<file path="src/hw/msc_pkg.sv">
// holds the register map, field layout, reset values and decode tables of the
// motor start-up configuration bank; assumes a 40 MHz single clock domain.
// Notes on behaviour
// - bit 1 of config a enables active braking during deceleration; 0 disables
// - bit 0 of config a picks forward (0) or reverse (1) current and accel set for reverse drive
// - config b at offset 0x86, resets to zero, every bit including 31 read-write
// - bits 30:27 pick open-loop current cap, 0.125 A up to 8.0 A
// - bits 26:23 pick linear open-loop acceleration, 0.01 to 10000 Hz/s
// - bits 22:19 pick quadratic open-loop acceleration, 0.0 to 10000 Hz/s2
// - bit 18 set means automatic handoff; clear means handoff at speed threshold
// - bits 17:13 give handoff speed as percent of maximum, code 0 is 1%
package msc_pkg;

  // config b offset is not a multiple of four, so offsets are word indices
  localparam logic [7:0]  REG_IDX_CFG_A      = 8'h85;
  localparam logic [7:0]  REG_IDX_CFG_B      = 8'h86;
  localparam logic [7:0]  REG_IDX_FWD_SET    = 8'h87;
  localparam logic [7:0]  REG_IDX_STATUS     = 8'h88;
  localparam int          ADDR_W             = 10;

  localparam logic [31:0] CFG_A_RESET        = 32'h0000_0000;
  localparam logic [31:0] CFG_B_RESET        = 32'h0000_0000;
  localparam logic [31:0] FWD_SET_RESET      = 32'h0000_0000;

  localparam int          CFG_A_BRAKE_BIT    = 1;
  localparam int          CFG_A_REVSEL_BIT   = 0;
  localparam int          CFG_A_START_BIT    = 31;

  localparam int          CFG_B_ILIM_LSB     = 27;
  localparam int          CFG_B_ACC1_LSB     = 23;
  localparam int          CFG_B_ACC2_LSB     = 19;
  localparam int          CFG_B_AUTO_BIT     = 18;
  localparam int          CFG_B_THR_LSB      = 13;

  // current cap in mA per code
  localparam logic [15:0] ILIM_MA [16] = '{
    16'd125,  16'd250,  16'd500,  16'd1000, 16'd1500, 16'd2000, 16'd2500, 16'd3000,
    16'd3500, 16'd4000, 16'd4500, 16'd5000, 16'd5500, 16'd6000, 16'd7000, 16'd8000};

  // linear acceleration in 0.01 Hz/s units
  localparam logic [19:0] ACC1_CHZ [16] = '{
    20'd1,     20'd5,     20'd100,   20'd250,   20'd500,   20'd1000,  20'd2500,  20'd5000,
    20'd7500,  20'd10000, 20'd25000, 20'd50000, 20'd75000, 20'd100000, 20'd500000,
    20'd1000000};

  // quadratic acceleration in 0.01 Hz/s2 units
  localparam logic [19:0] ACC2_CHZ [16] = '{
    20'd0,     20'd5,     20'd100,   20'd250,   20'd500,   20'd1000,  20'd2500,  20'd5000,
    20'd7500,  20'd10000, 20'd25000, 20'd50000, 20'd75000, 20'd100000, 20'd500000,
    20'd1000000};

  // threshold in tenths of a percent of maximum speed
  localparam logic [9:0]  THR_PERMILLE [32] = '{
    10'd10,  10'd20,  10'd30,  10'd40,  10'd50,  10'd60,  10'd70,  10'd80,
    10'd90,  10'd100, 10'd110, 10'd120, 10'd130, 10'd140, 10'd150, 10'd160,
    10'd170, 10'd180, 10'd190, 10'd200, 10'd225, 10'd250, 10'd275, 10'd300,
    10'd325, 10'd330, 10'd375, 10'd400, 10'd425, 10'd450, 10'd475, 10'd500};

  typedef struct packed {
    logic        brake_enable;
    logic        auto_handoff;
    logic [15:0] current_cap_ma;
    logic [19:0] accel_linear;
    logic [19:0] accel_quadratic;
    logic [9:0]  handoff_permille;
  } msc_profile_t;

  typedef struct packed {
    logic              cyc;
    logic              stb;
    logic              we;
    logic [3:0]        sel;
    logic [ADDR_W-1:0] adr;
    logic [31:0]       dat;
  } msc_wb_req_t;

endpackage

</file>
<file path="src/hw/msc_regs.sv">
// top of the start-up configuration bank: a classic wishbone slave holding
// the two start-up registers plus a forward set, and a latched profile output
// for the start-up controller; assumes bus and control share i_clock.
//
// The implementer's own choice: register access over Wishbone.
`timescale 1ns/100ps
`default_nettype none
module msc_regs (
  input  wire logic                        i_clock,        // 40 MHz clock
  input  wire logic                        i_rst_n,        // async reset, active low
  input  wire logic                        i_wb_cyc,       // wishbone cycle
  input  wire logic                        i_wb_stb,       // wishbone strobe
  input  wire logic                        i_wb_we,        // write enable
  input  wire logic [3:0]                  i_wb_sel,       // byte lanes
  input  wire logic [msc_pkg::ADDR_W-1:0]  i_wb_adr,       // byte address
  input  wire logic [31:0]                 i_wb_dat,       // write data
  input  wire logic                        i_reverse_drive,// reverse drive in use
  input  wire logic                        i_decel,        // motor decelerating
  output logic      [31:0]                 o_wb_dat,       // read data
  output logic                             o_wb_ack,       // acknowledge
  output logic                             o_wb_err,       // unmapped access
  output logic                             o_brake_active, // active brake command
  output logic                             o_start_busy,   // start request pending
  output msc_pkg::msc_profile_t            o_profile       // latched start profile
);

  msc_pkg::msc_wb_req_t req;
  logic [31:0] cfg_a_q,   cfg_a_d;
  logic [31:0] cfg_b_q,   cfg_b_d;
  logic [31:0] fwd_q,     fwd_d;
  logic [31:0] rdat_q,    rdat_d;
  logic        ack_q,     ack_d;
  logic        err_q,     err_d;
  logic        start_q,   start_d;
  logic        brake_q,   brake_d;
  logic        rev_sel;
  logic [31:0] active_set;
  logic [31:0] wmask;
  logic [7:0]  idx;
  logic        aligned;
  logic        hit_a, hit_b, hit_f, hit_s;
  logic        access;
  msc_pkg::msc_profile_t prof;

  assign req = '{cyc: i_wb_cyc, stb: i_wb_stb, we: i_wb_we, sel: i_wb_sel,
                 adr: i_wb_adr, dat: i_wb_dat};

  // byte address is four times the word index
  assign idx     = req.adr[msc_pkg::ADDR_W-1:2];
  assign aligned = (req.adr[1:0] == 2'h0);
  assign hit_a   = aligned && (idx == msc_pkg::REG_IDX_CFG_A);
  assign hit_b   = aligned && (idx == msc_pkg::REG_IDX_CFG_B);
  assign hit_f   = aligned && (idx == msc_pkg::REG_IDX_FWD_SET);
  assign hit_s   = aligned && (idx == msc_pkg::REG_IDX_STATUS);
  // ack drops for a cycle between requests, so a request held past its ack is taken again every other cycle
  assign access  = req.cyc && req.stb && !ack_q && !err_q;

  genvar g;
  generate
    for (g = 0; g < 4; g++) begin : g_mask
      assign wmask[8*g +: 8] = {8{req.sel[g]}};
    end
  endgenerate

  // config b is the reverse-drive set; the forward set lives alongside it
  assign rev_sel    = cfg_a_q[msc_pkg::CFG_A_REVSEL_BIT];
  assign active_set = (i_reverse_drive && rev_sel) ? cfg_b_q : fwd_q;

  always_comb begin
    cfg_a_d = cfg_a_q;
    cfg_b_d = cfg_b_q;
    fwd_d   = fwd_q;
    rdat_d  = rdat_q;
    ack_d   = 1'b0;
    err_d   = 1'b0;
    start_d = 1'b0;
    if (access) begin
      ack_d = hit_a || hit_b || hit_f || hit_s;
      err_d = !(hit_a || hit_b || hit_f || hit_s);
      if (req.we) begin
        if (hit_a) begin
          // start bit is a self-clearing strobe, never stored
          cfg_a_d = (cfg_a_q & ~wmask) | (req.dat & wmask);
          cfg_a_d[msc_pkg::CFG_A_START_BIT] = 1'b0;
          start_d = req.sel[3] && req.dat[msc_pkg::CFG_A_START_BIT];
        end
        if (hit_b) begin
          cfg_b_d = (cfg_b_q & ~wmask) | (req.dat & wmask);
        end
        if (hit_f) begin
          fwd_d = (fwd_q & ~wmask) | (req.dat & wmask);
        end
      end else begin
        rdat_d = 32'h0000_0000;
        if (hit_a) begin
          rdat_d = cfg_a_q;
        end
        if (hit_b) begin
          rdat_d = cfg_b_q;
        end
        if (hit_f) begin
          rdat_d = fwd_q;
        end
        if (hit_s) begin
          rdat_d = {30'h0000_0000, brake_q, rev_sel && i_reverse_drive};
        end
      end
    end
    brake_d = i_decel && cfg_a_q[msc_pkg::CFG_A_BRAKE_BIT];
  end

  always_ff @(posedge i_clock or negedge i_rst_n) begin
    if (!i_rst_n) begin
      cfg_a_q <= msc_pkg::CFG_A_RESET;
      cfg_b_q <= msc_pkg::CFG_B_RESET;
      fwd_q   <= msc_pkg::FWD_SET_RESET;
      rdat_q  <= 32'h0000_0000;
      ack_q   <= 1'b0;
      err_q   <= 1'b0;
      start_q <= 1'b0;
      brake_q <= 1'b0;
    end else begin
      cfg_a_q <= cfg_a_d;
      cfg_b_q <= cfg_b_d;
      fwd_q   <= fwd_d;
      rdat_q  <= rdat_d;
      ack_q   <= ack_d;
      err_q   <= err_d;
      start_q <= start_d;
      brake_q <= brake_d;
    end
  end

  msc_decode u_decode (
    .i_clock   (i_clock),
    .i_rst_n   (i_rst_n),
    .i_start   (start_q),
    .i_cfg_a   (cfg_a_q),
    .i_cfg_b   (active_set),
    .o_profile (prof)
  );

  assign o_wb_dat       = rdat_q;
  assign o_wb_ack       = ack_q;
  assign o_wb_err       = err_q;
  assign o_brake_active = brake_q;
  assign o_start_busy   = start_q;
  assign o_profile      = prof;

endmodule
`default_nettype wire

</file>
<file path="src/hw/msc_decode.sv">
// decodes the packed start-up fields into physical units and latches them
// at a start event; assumes i_start is a same-clock single-cycle pulse.
`timescale 1ns/100ps
`default_nettype none
module msc_decode (
  input  wire logic                  i_clock,   // 40 MHz clock
  input  wire logic                  i_rst_n,   // async reset, active low
  input  wire logic                  i_start,   // start-up begins
  input  wire logic [31:0]           i_cfg_a,   // stored config a
  input  wire logic [31:0]           i_cfg_b,   // active set (fwd or rev)
  output msc_pkg::msc_profile_t      o_profile  // latched profile
);

  msc_pkg::msc_profile_t prof_d;
  msc_pkg::msc_profile_t prof_q;
  logic [3:0]            ilim_code;
  logic [3:0]            acc1_code;
  logic [3:0]            acc2_code;
  logic [4:0]            thr_code;

  always_comb begin
    ilim_code = i_cfg_b[msc_pkg::CFG_B_ILIM_LSB +: 4];
    acc1_code = i_cfg_b[msc_pkg::CFG_B_ACC1_LSB +: 4];
    acc2_code = i_cfg_b[msc_pkg::CFG_B_ACC2_LSB +: 4];
    thr_code  = i_cfg_b[msc_pkg::CFG_B_THR_LSB +: 5];
    prof_d    = prof_q;
    if (i_start) begin
      prof_d.brake_enable     = i_cfg_a[msc_pkg::CFG_A_BRAKE_BIT];
      prof_d.current_cap_ma   = msc_pkg::ILIM_MA[ilim_code];
      prof_d.accel_linear     = msc_pkg::ACC1_CHZ[acc1_code];
      prof_d.accel_quadratic  = msc_pkg::ACC2_CHZ[acc2_code];
      prof_d.auto_handoff     = i_cfg_b[msc_pkg::CFG_B_AUTO_BIT];
      // threshold still decoded under auto handoff; control ignores it then
      prof_d.handoff_permille = msc_pkg::THR_PERMILLE[thr_code];
    end
  end

  always_ff @(posedge i_clock or negedge i_rst_n) begin
    if (!i_rst_n) begin
      prof_q <= '0;
    end else begin
      prof_q <= prof_d;
    end
  end

  assign o_profile = prof_q;

endmodule
`default_nettype wire

</file>
<file path="config.mk">
export PLATFORM = sky130hd
export DESIGN_NAME = msc_regs
export DESIGN_NICKNAME = d
export VERILOG_FILES = /design/src/hw/msc_pkg.sv /design/src/hw/msc_regs.sv /design/src/hw/msc_decode.sv
export SDC_FILE = /design/constraint.sdc
export NUM_CORES = 1
export LEC_CHECK = 0
export CORE_MARGIN = 3
export CORE_UTILIZATION = 50
export DETAILED_ROUTE_END_ITERATION = 6
export DONT_BUFFER_PORTS = 1
export PLACE_DENSITY = 0.7
export SKIP_CTS_REPAIR_TIMING = 1
export SYNTH_ARGS = -nofsm -noshare
export SYNTH_HDL_FRONTEND = slang
export SYNTH_SLANG_ARGS = --single-unit
</file>
<file path="constraint.sdc">
create_clock -name i_clock -period 2.8 [get_ports i_clock]
set_input_delay 0.42 -clock i_clock [delete_from_list [all_inputs] [get_ports i_clock]]
set_output_delay 0.42 -clock i_clock [all_outputs]
set_load 0.005 [all_outputs]
</file>
After elaboration in Yosys (flattened, before gate mapping)
Memory sizes are Yosys's and may differ from the RTL's. A register that Yosys moved wholly into a read port is not among the register bits.
Cells that the tools add are included.

cells by class
  equality and inequality tests = 4
  muxes and demuxes = 10
  bitwise operators = 13
  reduce and logical (&&, ||, !) cells = 25

operators by type and width
  operator              number
  $and A32 B32 Y32      3
  $mux W32              3
  $or A32 B32 Y32       2
  $mux W31              2
  $eq A8 B8 Y1 const B  4
  $not A32 Y32          1
  $and A31 B31 Y31      1
  $or A31 B31 Y31       1
  $not A4 Y5            3
  $logic_and A1 B1 Y1   10
  $reduce_and A3 Y1     3
  $logic_not A1 Y1      7
  $not A5 Y6            1
  $mux W1               5
  $logic_or A1 B1 Y1    3
  $logic_not A2 Y1      1
  $reduce_and A2 Y1     1
  $not A1 Y1            1

storage, ports and cells
  register bits after elaboration = 133
  memory bits (read-only) = 1,216
  bits of input ports = 53
  memories kept = 4

memory list
  name              words  width  rd ports  clocked after memory_dff  write ports  RTL line          RTL
  (name not given)  16     20     1         1                         0            msc_decode.sv:31  prof_d.accel_quadratic = msc_pkg::ACC2_CHZ[acc2_code];
  (name not given)  32     10     1         1                         0            msc_decode.sv:34  prof_d.handoff_permille = msc_pkg::THR_PERMILLE[thr_code];
  (name not given)  16     20     1         1                         0            msc_decode.sv:30  prof_d.accel_linear = msc_pkg::ACC1_CHZ[acc1_code];
  (name not given)  16     16     1         1                         0            msc_decode.sv:29  prof_d.current_cap_ma = msc_pkg::ILIM_MA[ilim_code];

Depth between registers and ports, before layout
Gate-level depths: netlist of the first run.

  depth after elaboration = 7
  gate-level depth with buffers = 10

Hierarchy
A second synthesis of the first run with hierarchy kept.

second synthesis, totals
  cells, all modules = 867
  area, all modules = 9,728.1 um2

modules (own cells, without submodules)
  module      instances  cells an instance  area each (um2)
  msc_regs    1          462                6,055.8
  msc_decode  1          405                3,672.3

Worst setup path before layout of the first run
No wires, ideal clock.

  path type = in2reg
  start point = in i_reverse_drive
  end point = reg u_decode.o_profile[32] (netlist name)
  arrival = 2.369 ns
  slack = 0.307 ns
  stages on the path = 8
  path buffers = 1
  cell sequence = and2_0 > clkbuf_1 > mux2i_1 > inv_1 > ha_1 > mux2i_1 > o21bai_1 > mux2_2

on the way
  longest elaborated chain between the ends = 3

RTL lines
  element                           RTL line          RTL
  from (decl)                       msc_regs.sv:17    input wire logic i_reverse_drive,
  $logic_and A1 B1 Y1               msc_regs.sv:67    assign active_set = (i_reverse_drive && rev_sel) ? cfg_b_q : fwd_q;
  $mux W31                          msc_regs.sv:67
  $not A4 Y5 (not written as such)  msc_decode.sv:30

Every way passes these cells.
A chain may end at the register's enable or synchronous reset.

==> summary.txt, run 1 <==
GRT
  – Overall routing resource usage: 21.47%
  – Number of global-route vias before repair: 6572
  – Initial antenna violation count: 0
  – Largest net degree at the start of global routing: 194
  – Grt ovf: 0
  – First-pass GRT wire length: 36610 um

Run status
  – Failing checks: hold timing
  – Status: complete, but fails checks

Route
  – DRC Markers: 0
  – Initial DRC count: 398
  – Via density: 5.719
  – ANT nets after route: 0
  – Wire per inst: 19.38 um
  – Drt first pass iters: 4
  – Drt total wl: 22030 um
  – Via count: 6502

Cells and area
  – Layout cell share with drive strength beyond 1: 21.09%
  – Number of nets in the layout: 941
  – Diode count: 0
  – Area Overhead vs Synth: 7.566%

Synth
  – Sequential-to-total area share from yosys stat: 50.01%
  – Synth top cells by count: dfrtp_1, mux2_2, nor2_1
  – Distinct cells, synth: 67
  – Yosys warnings: 0
  – Synthesized area: 9658 um2
  – Synth area leader: dfrtp_1
  – Mean area per synthesized cell: 10.95 um2
  – Top FF cell, synth: dfrtp_1
  – Async SR Flop Fraction: 100.0%
  – Seq cells post-synth: 193
  – Post-synth EDFFs: 0
  – Synth top area share: 50.01%
  – Synth top area cells: dfrtp_1, mux2_2, nor2_1
  – Post-synthesis instance total: 882
  – Most frequent cell after synthesis: dfrtp_1

Timing
  – Worst Skew: 0.009770 ns
  – Fin. Hold Viols: 193
  – Setup tns final: 0 ns
  – Worst slew pin tran: 0.6453 ns
  – Final Slew Violations: 0
  – Max-slew headroom: 55.75%
  – Setup violators final: 0
  – Unrepaired setup endpoints after global routing: false
  – Min Tclk post-route: 2.451 ns
  – FMAX: 407.9 MHz
  – Period utilization: 87.55%
  – Worst hold margin: -0.3253 ns
  – Setup slack after layout: 0.3487 ns

Floorplan
  – Die width: 145.0 um
  – # rows: 50
  – IO Pins: 157
  – Die H: 145.0 um
  – Core area: 18830 um2
  – Die area: 21020 um2
  – Initial Util: 51.29%

Setup path
  – Worst-path cell chain: and2_0 > buf_12 > mux2i_1 > inv_1 > ha_1 > mux2i_1 > o21bai_1 > mux2_2
  – Worst path top cell family by delay: multiplexers
  – Critical-path top delay cell: dfrtp_1
  – Worst path bufs/invs: 2
  – WP data required: 3.13 ns
  – Critical Setup Path Class: register to register
  – CP max stage delay: 0.41 ns
  – Most used cell, CP: mux2i_1
  – CP Launch Type: register
  – CP endpoint kind: register
  – Crit path max fanout: 14
  – Data arrival, critical path: 2.78 ns

Worst hold path
  – Hold Crit Class: input pin to asynchronous set/reset pin

CTS
  – Clock transition time at the flip-flop clock pins of the worst setup and hold paths: 0.08 ns
  – Root buf cell: clkbuf_16
  – TritonCTS buffer count: 17
  – CTS tree: yes
  – Skew-Pair Late Insertion Delay: 0.44 ns
  – H-tree depth: 4
  – Clock tree sinks: 193
  – CTS Buffer Depth: 2

Pwr
  – Net Sw Frac: 23.13%
  – Tot Pwr: 5334 uW
  – P_leak: 0.004956 uW
  – Comb power frac: 1.2%
  – Worst VDD drop: 0.4060 mV
  – Total internal power: 4100 uW
  – P_sw: 1234 uW
  – Clock power share: 46.4%
  – PD cells: 513.4 nW/um2
  – Flop pwr share: 52.4%

Flow run
  – Max cap viols: 0

Place
  – Placed wire-length estimate: 14810 um
  – GP Congestion: 0.8436
  – Place WS: 0.2758 ns
  – Port bufs: 0
power groups by stage:
stage | Combinational (uW) | Clock [uW] | Sequential, uW
2_1_floorplan | 87.4 | 0 | 2850
3_3_place_gp | 65.0 | 0 | 2850
3_5_place_dp | 66.4 | 0 | 2850
4_1_cts | 66.6 | 2530 | 2790
5_1_grt | 74.5 | 2650 | 2800
6_report | 65.9 | 2470 | 2790
worst reg2reg max path: cells and delay by family (launching register included):
kind	cells	cell delay (ns)
AND/OR/NAND/NOR	1	0.26
buffers and inverters	2	0.35
flip-flops	1	0.41
AO/OA/AOI/OAI	1	0.12
adder cells (fa/ha/maj)	1	0.36
multiplexers	3	0.85
metrics by stage:
step | cell area (um2) | std cells | util (%) | hold slack (ns)
floorplan | 9669 | 885 | - | 0.1244
global placement | 9782 | 1105 | 51.95 | 0.1312
detailed placement | 9782 | 1105 | 51.95 | 0.1300
CTS | 10390 | 1137 | 55.17 | -0.3467
global route | 10390 | 1137 | 55.17 | -0.3509
finish | 10390 | 1137 | 55.17 | -0.3253
per-layer routing:
layer  up-vias  routed length [um]  share of wire, %  GRT usage (%)
met2       175               10150                46          32.68
li1       3088                   -                 -              -
met5         -                   0                 0              0
met3        21                1630               7.4          6.715
met1      3218                9861                45          29.76
met4         0                 386               1.8          6.366
area by class of cell:
| cell class | instances | area [um2] |
|---|---|---|
| Inverter | 36 | 135.1 |
| Multi-Input combinational cell | 601 | 4353 |
| Clock buffer | 17 | 425.4 |
| Timing Repair Buffer | 15 | 137.6 |
| Tap cell | 260 | 325.3 |
| Sequential cell | 193 | 4831 |
| Fill cell | 1624 | 8442 |
| Clock inverter | 15 | 181.4 |
final timing paths:
check,start,endpoint,slack (ns),cells past startpoint
min reg2reg,register,register,0.49,1
max reg2reg,register,u_decode.o_profile[32]$_DFFE_PN0P_,0.35,8
min in group i_clock,i_wb_dat[31],o_start_busy$_DFF_PN0_,0.11,1
max,register,u_decode.o_profile[32]$_DFFE_PN0P_,0.35,8
max in group asynchronous,i_rst_n,o_wb_dat[19]$_DFFE_PN0P_,2.81,0
min,i_rst_n,u_decode.o_profile[20]$_DFFE_PN0P_,-0.33,0
placed cells by master, fill, tap and decap left out, types with 17 or more instances in the layout:
cell type	n
a21oi_1	44
a31oi_1	23
clkbuf_16	17
dfrtp_1	192
ha_1	24
inv_1	36
mux2_2	112
mux2i_1	19
nand2_1	90
nor2_1	92
o21ai_0	30
o41ai_1	26
cells by family after synthesis:
family	synth area share (%)
fa+ha+maj	3.109
mux	15.75
xor+xnor	0.2721
simple gates	12.55
buf+inv	5.039
other cells	0.03883
flops	50.01
compound gates	13.23
Power figures use the tool's default switching activity.
==> run 2, diff against run 1 <==
==> constraint.sdc (replaced) <==
create_clock -name i_clock -period 2.95 [get_ports i_clock]
set_input_delay 0.4425 -clock i_clock [delete_from_list [all_inputs] [get_ports i_clock]]
set_output_delay 0.4425 -clock i_clock [all_outputs]
set_load 0.005 [all_outputs]
==> run 2 against run 1 <==
The run still ends with hold timing left. Combinational power is 5.0% lower. Routed wire length is 3.5% higher. Utilization is 0.35 points lower. Register-to-register slack better by 0.25 ns. Worst setup slack better by 0.25 ns. Non-clock buffer count is 2 lower. Worst hold slack better by 0.018 ns. Via count is 1.3% higher. Critical path type unchanged.
==> summary.txt, run 2 (synthesis gave the netlist of run 1 again) <==
Route
  – Initial DRC count: 487 (+22%)
  – Drt total wl: 22810 um (+3.5%)
  – DRC Markers: 0 (unchanged)
  – Drt first pass iters: 4 (unchanged)
  – Via density: 5.804 (+1.5%)
  – Via count: 6587 (+1.3%)
  – ANT nets after route: 0 (unchanged)
  – Wire per inst: 20.10 um (+3.7%)

Floorplan
  – Core area: 18830 um2 (unchanged)
  – Die width: 145.0 um (unchanged)
  – Die area: 21020 um2 (unchanged)
  – IO Pins: 157 (unchanged)
  – # rows: 50 (unchanged)
  – Initial Util: 51.29% (unchanged)
  – Die H: 145.0 um (unchanged)

Worst hold path
  – Hold Crit Class: input pin to asynchronous set/reset pin

Cells and area
  – Area Overhead vs Synth: 6.893%
  – Fin cells: 1135 (-0.18%)
  – Final core occ: 54.82% (-0.35 points)
  – Most frequent cells in the layout: dfrtp_1, mux2_2, nor2_1
  – Number of nets in the layout: 939 (-0.21%)
  – Layout cell share with drive strength beyond 1: 20.91% (-0.18 points)
  – Commonest non-fill, non-tap cell in the layout: dfrtp_1
  – Diode count: 0 (unchanged)

Timing
  – Fin. Hold Viols: 193 (unchanged)
  – Final Slew Violations: 0 (unchanged)
  – Worst slew pin tran: 0.8178 ns (+0.1726 ns)
  – Max-slew headroom: 44.71% (-11 points)
  – Worst hold margin: -0.3078 ns (+0.01754 ns)
  – Setup tns final: 0 ns (unchanged)
  – FMAX: 425.0 MHz (+4.2%)
  – Min Tclk post-route: 2.353 ns (-0.09845 ns)
  – Setup violators final: 0 (unchanged)
  – Unrepaired setup endpoints after global routing: false
  – Period utilization: 79.76% (-7.8 points)
  – Worst Skew: 0.02404 ns (+0.01427 ns)

Place
  – Placed wire-length estimate: 15220 um (+2.7%)
  – Port bufs: 0 (unchanged)
  – GP Congestion: 0.8670 (+2.8%)
  – Cells after DPL: 1103 (-0.18%)

GRT
  – Number of global-route vias before repair: 6637 (+0.99%)
  – Grt ovf: 0 (unchanged)
  – Initial antenna violation count: 0 (unchanged)
  – Largest net degree at the start of global routing: 194 (unchanged)
  – Overall routing resource usage: 21.89% (+0.41 points)
  – First-pass GRT wire length: 37120 um (+1.4%)

CTS
  – Clock transition time at the flip-flop clock pins of the worst setup and hold paths: 0.07 ns (about the same)
  – TritonCTS buffer count: 17 (unchanged)
  – Skew-Pair Late Insertion Delay: 0.44 ns (about the same)
  – Root buf cell: clkbuf_16
  – Clock tree sinks: 193 (unchanged)
  – CTS tree: yes
  – CTS Buffer Depth: 2 (unchanged)
  – H-tree depth: 4 (unchanged)

Flow run
  – Max cap viols: 0 (unchanged)

Pwr
  – Worst VDD drop: 0.3972 mV (-2.2%)
  – P_leak: 0.004933 uW (-0.47%)
  – PD cells: 485.1 nW/um2 (-5.5%)

Setup path
  – Crit path max fanout: 6 (-8)
  – CP Launch Type: register
  – Data arrival, critical path: 2.65 ns (-0.13 ns)
  – CP endpoint kind: register
  – WP data required: 3.25 ns (+0.12 ns)
  – Critical Setup Path Class: register to register
  – FF-to-FF End: u_decode.o_profile[60]$_DFFE_PN0P_
  – R2r setup slk: 0.60 ns (+0.25 ns)
  – R2R cell count: 8 (unchanged)

Run status
  – Status: complete, but fails checks
  – Failing checks: hold timing
[run 2: how the worst max path moves through the flow]
| stage | slack [ns] | startpoint | depth (start not counted) | endpoint |
|---|---|---|---|---|
| after floorplan | 0.43 | i_reverse_drive | 8 | u_decode.o_profile[32]$_DFFE_PN0P_ |
| after global placement | 0.41 | i_wb_adr[1] | 5 | o_wb_dat[27]$_DFFE_PN0P_ |
| after detailed placement | 0.38 | i_wb_adr[1] | 5 | o_wb_dat[9]$_DFFE_PN0P_ |
| after CTS | 0.56 | register | 8 | u_decode.o_profile[60]$_DFFE_PN0P_ |
| after global routing | 0.42 | register | 8 | u_decode.o_profile[60]$_DFFE_PN0P_ |
| final | 0.60 | register | 8 | u_decode.o_profile[60]$_DFFE_PN0P_ |
[run 2: metrics by stage]
stage | area (um2) | hold slack [ns] | power (uW) | setup WS [ns]
floorplan | 9669 | 0.1469 | 2787 | 0.4342
global placement | 9742 | 0.1543 | 2767 | 0.4104
detailed placement | 9742 | 0.1539 | 2768 | 0.3830
CTS | 10320 | -0.3126 | 5047 | 0.5648
global route | 10320 | -0.3277 | 5190 | 0.4193
finish | 10320 | -0.3078 | 5008 | 0.5971
[run 2: cell type report]
type / instances / area, um2
Inverter: 36 / 135.1
Tap cell: 260 / 325.3
Multi-Input combinational cell: 601 / 4353
Timing Repair Buffer: 13 / 97.59
Fill cell: 1628 / 8507
Clock buffer: 18 / 439.2
Sequential cell: 193 / 4831
Clock inverter: 14 / 142.6
[run 2: critical path, cell delays in order (launching register included)]
cell and delay (ns):
dfrtp_1 0.36, and2_0 0.33, buf_4 0.23, mux2_2 0.40, inv_1 0.17, ha_1 0.22, nor2_1 0.06, o311ai_0 0.32
o21ai_0 0.14
[run 2: metal layers]
metal,global-route usage [%],part of all wire (%),wire (um)
met1,30.47,45,10320
met4,4.513,0.86,197
met3,6.496,6.7,1533
met5,0,0,0
met2,34.41,47,10760
[run 2: report_power, final]
part           internal, uW  switching, uW
combinational          24.3           38.2
clock                  1220           1080
sequential             2650           4.50
total                  3890           1120
==> run 3, diff against run 2 <==
==> constraint.sdc (replaced) <==
create_clock -name i_clock -period 2.2 [get_ports i_clock]
set_input_delay 0.33 -clock i_clock [delete_from_list [all_inputs] [get_ports i_clock]]
set_output_delay 0.33 -clock i_clock [all_outputs]
set_load 0.005 [all_outputs]
==> run 3 against run 2 <==
The run still ends with hold timing left. Design area increased by 3.7%. Clock power increased by 37%. Worst hold slack got worse by 0.093 ns. Sequential cell count unchanged. Clock skew decreased by 0.015 ns. Clock-buffer cell count decreased by 1. Cell count increased by 3.1%. Register-to-register slack got worse by 0.54 ns. Global-route usage decreased by 0.11 points. Critical path type unchanged. Critical endpoint is now u_decode.o_profile[2]$_DFFE_PN0P_. Largest cell class unchanged.
==> summary.txt, run 3 (synthesis gave the netlist of run 1 again) <==
Setup path
  – R2R cell count: 7 (-1)
  – WP data required: 2.57 ns (-0.68 ns)
  – R2r setup slk: 0.06 ns (-0.54 ns)
  – FF-to-FF End: u_decode.o_profile[2]$_DFFE_PN0P_
  – Crit path max fanout: 5 (-1)
  – CP Launch Type: register
  – Data arrival, critical path: 2.51 ns (-0.14 ns)
  – Critical Setup Path Class: register to register
  – CP endpoint kind: register

Floorplan
  – Initial Util: 51.29% (unchanged)
  – Die width: 145.0 um (unchanged)
  – Core area: 18830 um2 (unchanged)
  – # rows: 50 (unchanged)
  – IO Pins: 157 (unchanged)
  – Die H: 145.0 um (unchanged)
  – Die area: 21020 um2 (unchanged)

CTS
  – CTS tree: yes
  – Clock tree sinks: 193 (unchanged)
  – Root buf cell: clkbuf_16
  – Skew-Pair Late Insertion Delay: 0.43 ns (about the same)
  – Clock transition time at the flip-flop clock pins of the worst setup and hold paths: 0.07 ns (about the same)
  – H-tree depth: 4 (unchanged)
  – TritonCTS buffer count: 17 (unchanged)
  – CTS Buffer Depth: 2 (unchanged)

Route
  – DRC Markers: 0 (unchanged)
  – Drt total wl: 22480 um (-1.5%)
  – Initial DRC count: 370 (-24%)
  – Via density: 5.702 (-1.8%)
  – Via count: 6671 (+1.3%)
  – Drt first pass iters: 5 (+1)
  – Wire per inst: 19.21 um (-4.4%)
  – ANT nets after route: 0 (unchanged)

Cells and area
  – Diode count: 0 (unchanged)
  – Layout cell share with drive strength beyond 1: 25.60% (+4.7 points)
  – Final core occ: 56.83% (+2.0 points)
  – Filler cell count in the final layout: 1647 (+1.2%)
  – Commonest non-fill, non-tap cell in the layout: dfrtp_1
  – Area of the multi-input gates: 4433 um2 (+1.8%)
  – Area Overhead vs Synth: 10.80%
  – Post-route cell area: 10700 um2 (+3.7%)
  – Number of nets in the layout: 974 (+3.7%)
  – Most frequent cells in the layout: dfrtp_1, mux2_2, nor2_1
  – FF+latch area: 4832 um2 (about the same)

Pwr
  – Clock power share: 46.3% (+0.5 points)
  – Flop pwr share: 52.4% (-0.6 points)
  – Worst VDD drop: 0.5518 mV (+39%)
  – Comb power frac: 1.3% (about the same)
  – PD cells: 634.7 nW/um2 (+31%)
  – Total internal power: 5306 uW (+36%)
  – P_sw: 1486 uW (+33%)
  – P_leak: 0.005151 uW (+4.4%)
  – Net Sw Frac: 21.88% (-0.45 points)

GRT
  – Initial antenna violation count: 0 (unchanged)
  – First-pass GRT wire length: 37120 um (unchanged)
  – Largest net degree at the start of global routing: 194 (unchanged)
  – Number of global-route vias before repair: 6657 (+0.30%)
  – Grt ovf: 0 (unchanged)
  – Overall routing resource usage: 21.77% (-0.11 points)

Timing
  – Worst hold margin: -0.4008 ns (-0.09297 ns)
  – FMAX: 466.6 MHz (+9.8%)
  – Unrepaired setup endpoints after global routing: true
  – Worst Skew: 0.008615 ns (-0.01543 ns)
  – Max-slew headroom: 64.64% (+20 points)
  – Fin. Hold Viols: 193 (unchanged)
  – Setup violators final: 0 (unchanged)
  – Final Slew Violations: 0 (unchanged)
  – Min Tclk post-route: 2.143 ns (-0.2098 ns)
  – Period utilization: 97.42% (+18 points)
  – Worst slew pin tran: 0.5299 ns (-0.2880 ns)

Worst hold path
  – Hold Crit Class: input pin to asynchronous set/reset pin

Flow run
  – Max cap viols: 0 (unchanged)

Place
  – GP Congestion: 0.8479 (-2.2%)
  – Port bufs: 0 (unchanged)
  – Placed wire-length estimate: 15410 um (+1.3%)
  – Area of placed instances: 10000 um2 (+2.7%)

Run status
  – Failing checks: hold timing
  – Status: complete, but fails checks
-- run 3: area by class of cell --
type | count | share of cell area [%]
clock buffer | 17 | 3.975
clock inverter | 15 | 1.637
inverter | 36 | 1.333
multi-input combinational | 601 | 41.42
sequential | 193 | 45.15
tap | 260 | 3.040
timing repair buffer | 48 | 3.437
-- run 3: how the worst max path moves through the flow --
stage                      from                                  to  slack [ns]  cells after the start
floorplan           i_wb_adr[1]                            register       -0.01                      5
global placement    i_wb_adr[1]                            register       -0.03                      6
detailed placement  i_wb_adr[1]                            register       -0.04                      6
CTS                    register  u_decode.o_profile[60]$_DFFE_PN0P_       -0.06                      8
global route           register   u_decode.o_profile[2]$_DFFE_PN0P_       -0.07                      7
finish                 register   u_decode.o_profile[2]$_DFFE_PN0P_        0.06                      7
-- run 3: power groups by stage --
| stage | sequential [uW] | combinational [uW] | clock (uW) |
|---|---|---|---|
| after CTS | 3560 | 87.5 | 3210 |
| after floorplan | 3630 | 111 | 0 |
| after global routing | 3560 | 101 | 3400 |
| after detailed placement | 3630 | 87.2 | 0 |
| final | 3560 | 90.0 | 3140 |
| after global placement | 3630 | 85.2 | 0 |
-- run 3: through the flow --
step / total power (uW) / instances / setup TNS (ns) / setup WS (ns)
3_3_place_gp: 3712 / 1136 / -0.2886 / -0.02847
2_1_floorplan: 3737 / 885 / -0.2894 / -0.01206
4_1_cts: 6857 / 1168 / -0.1510 / -0.05542
5_1_grt: 7061 / 1170 / -0.2929 / -0.07105
3_5_place_dp: 3715 / 1136 / -0.9326 / -0.04431
6_report: 6792 / 1170 / 0 / 0.05686
-- run 3: layer usage --
layer  global-route usage [%]  routed length (um)  vias up
li1                         -                   -     3150
met5                        0                   0        -
met1                    29.85                9936     3332
met2                    33.97               10680      175
met3                    6.902                1629       14
met4                    5.416                 233        0
-- run 3: critical path, cell delays in order (launching register included) --
cell and delay (ns):
dfrtp_2 0.44, nand2_1 0.22, mux2_2 0.42, ha_1 0.37, inv_1 0.13, mux2i_1 0.08, a211oi_1 0.26, o22a_1 0.17
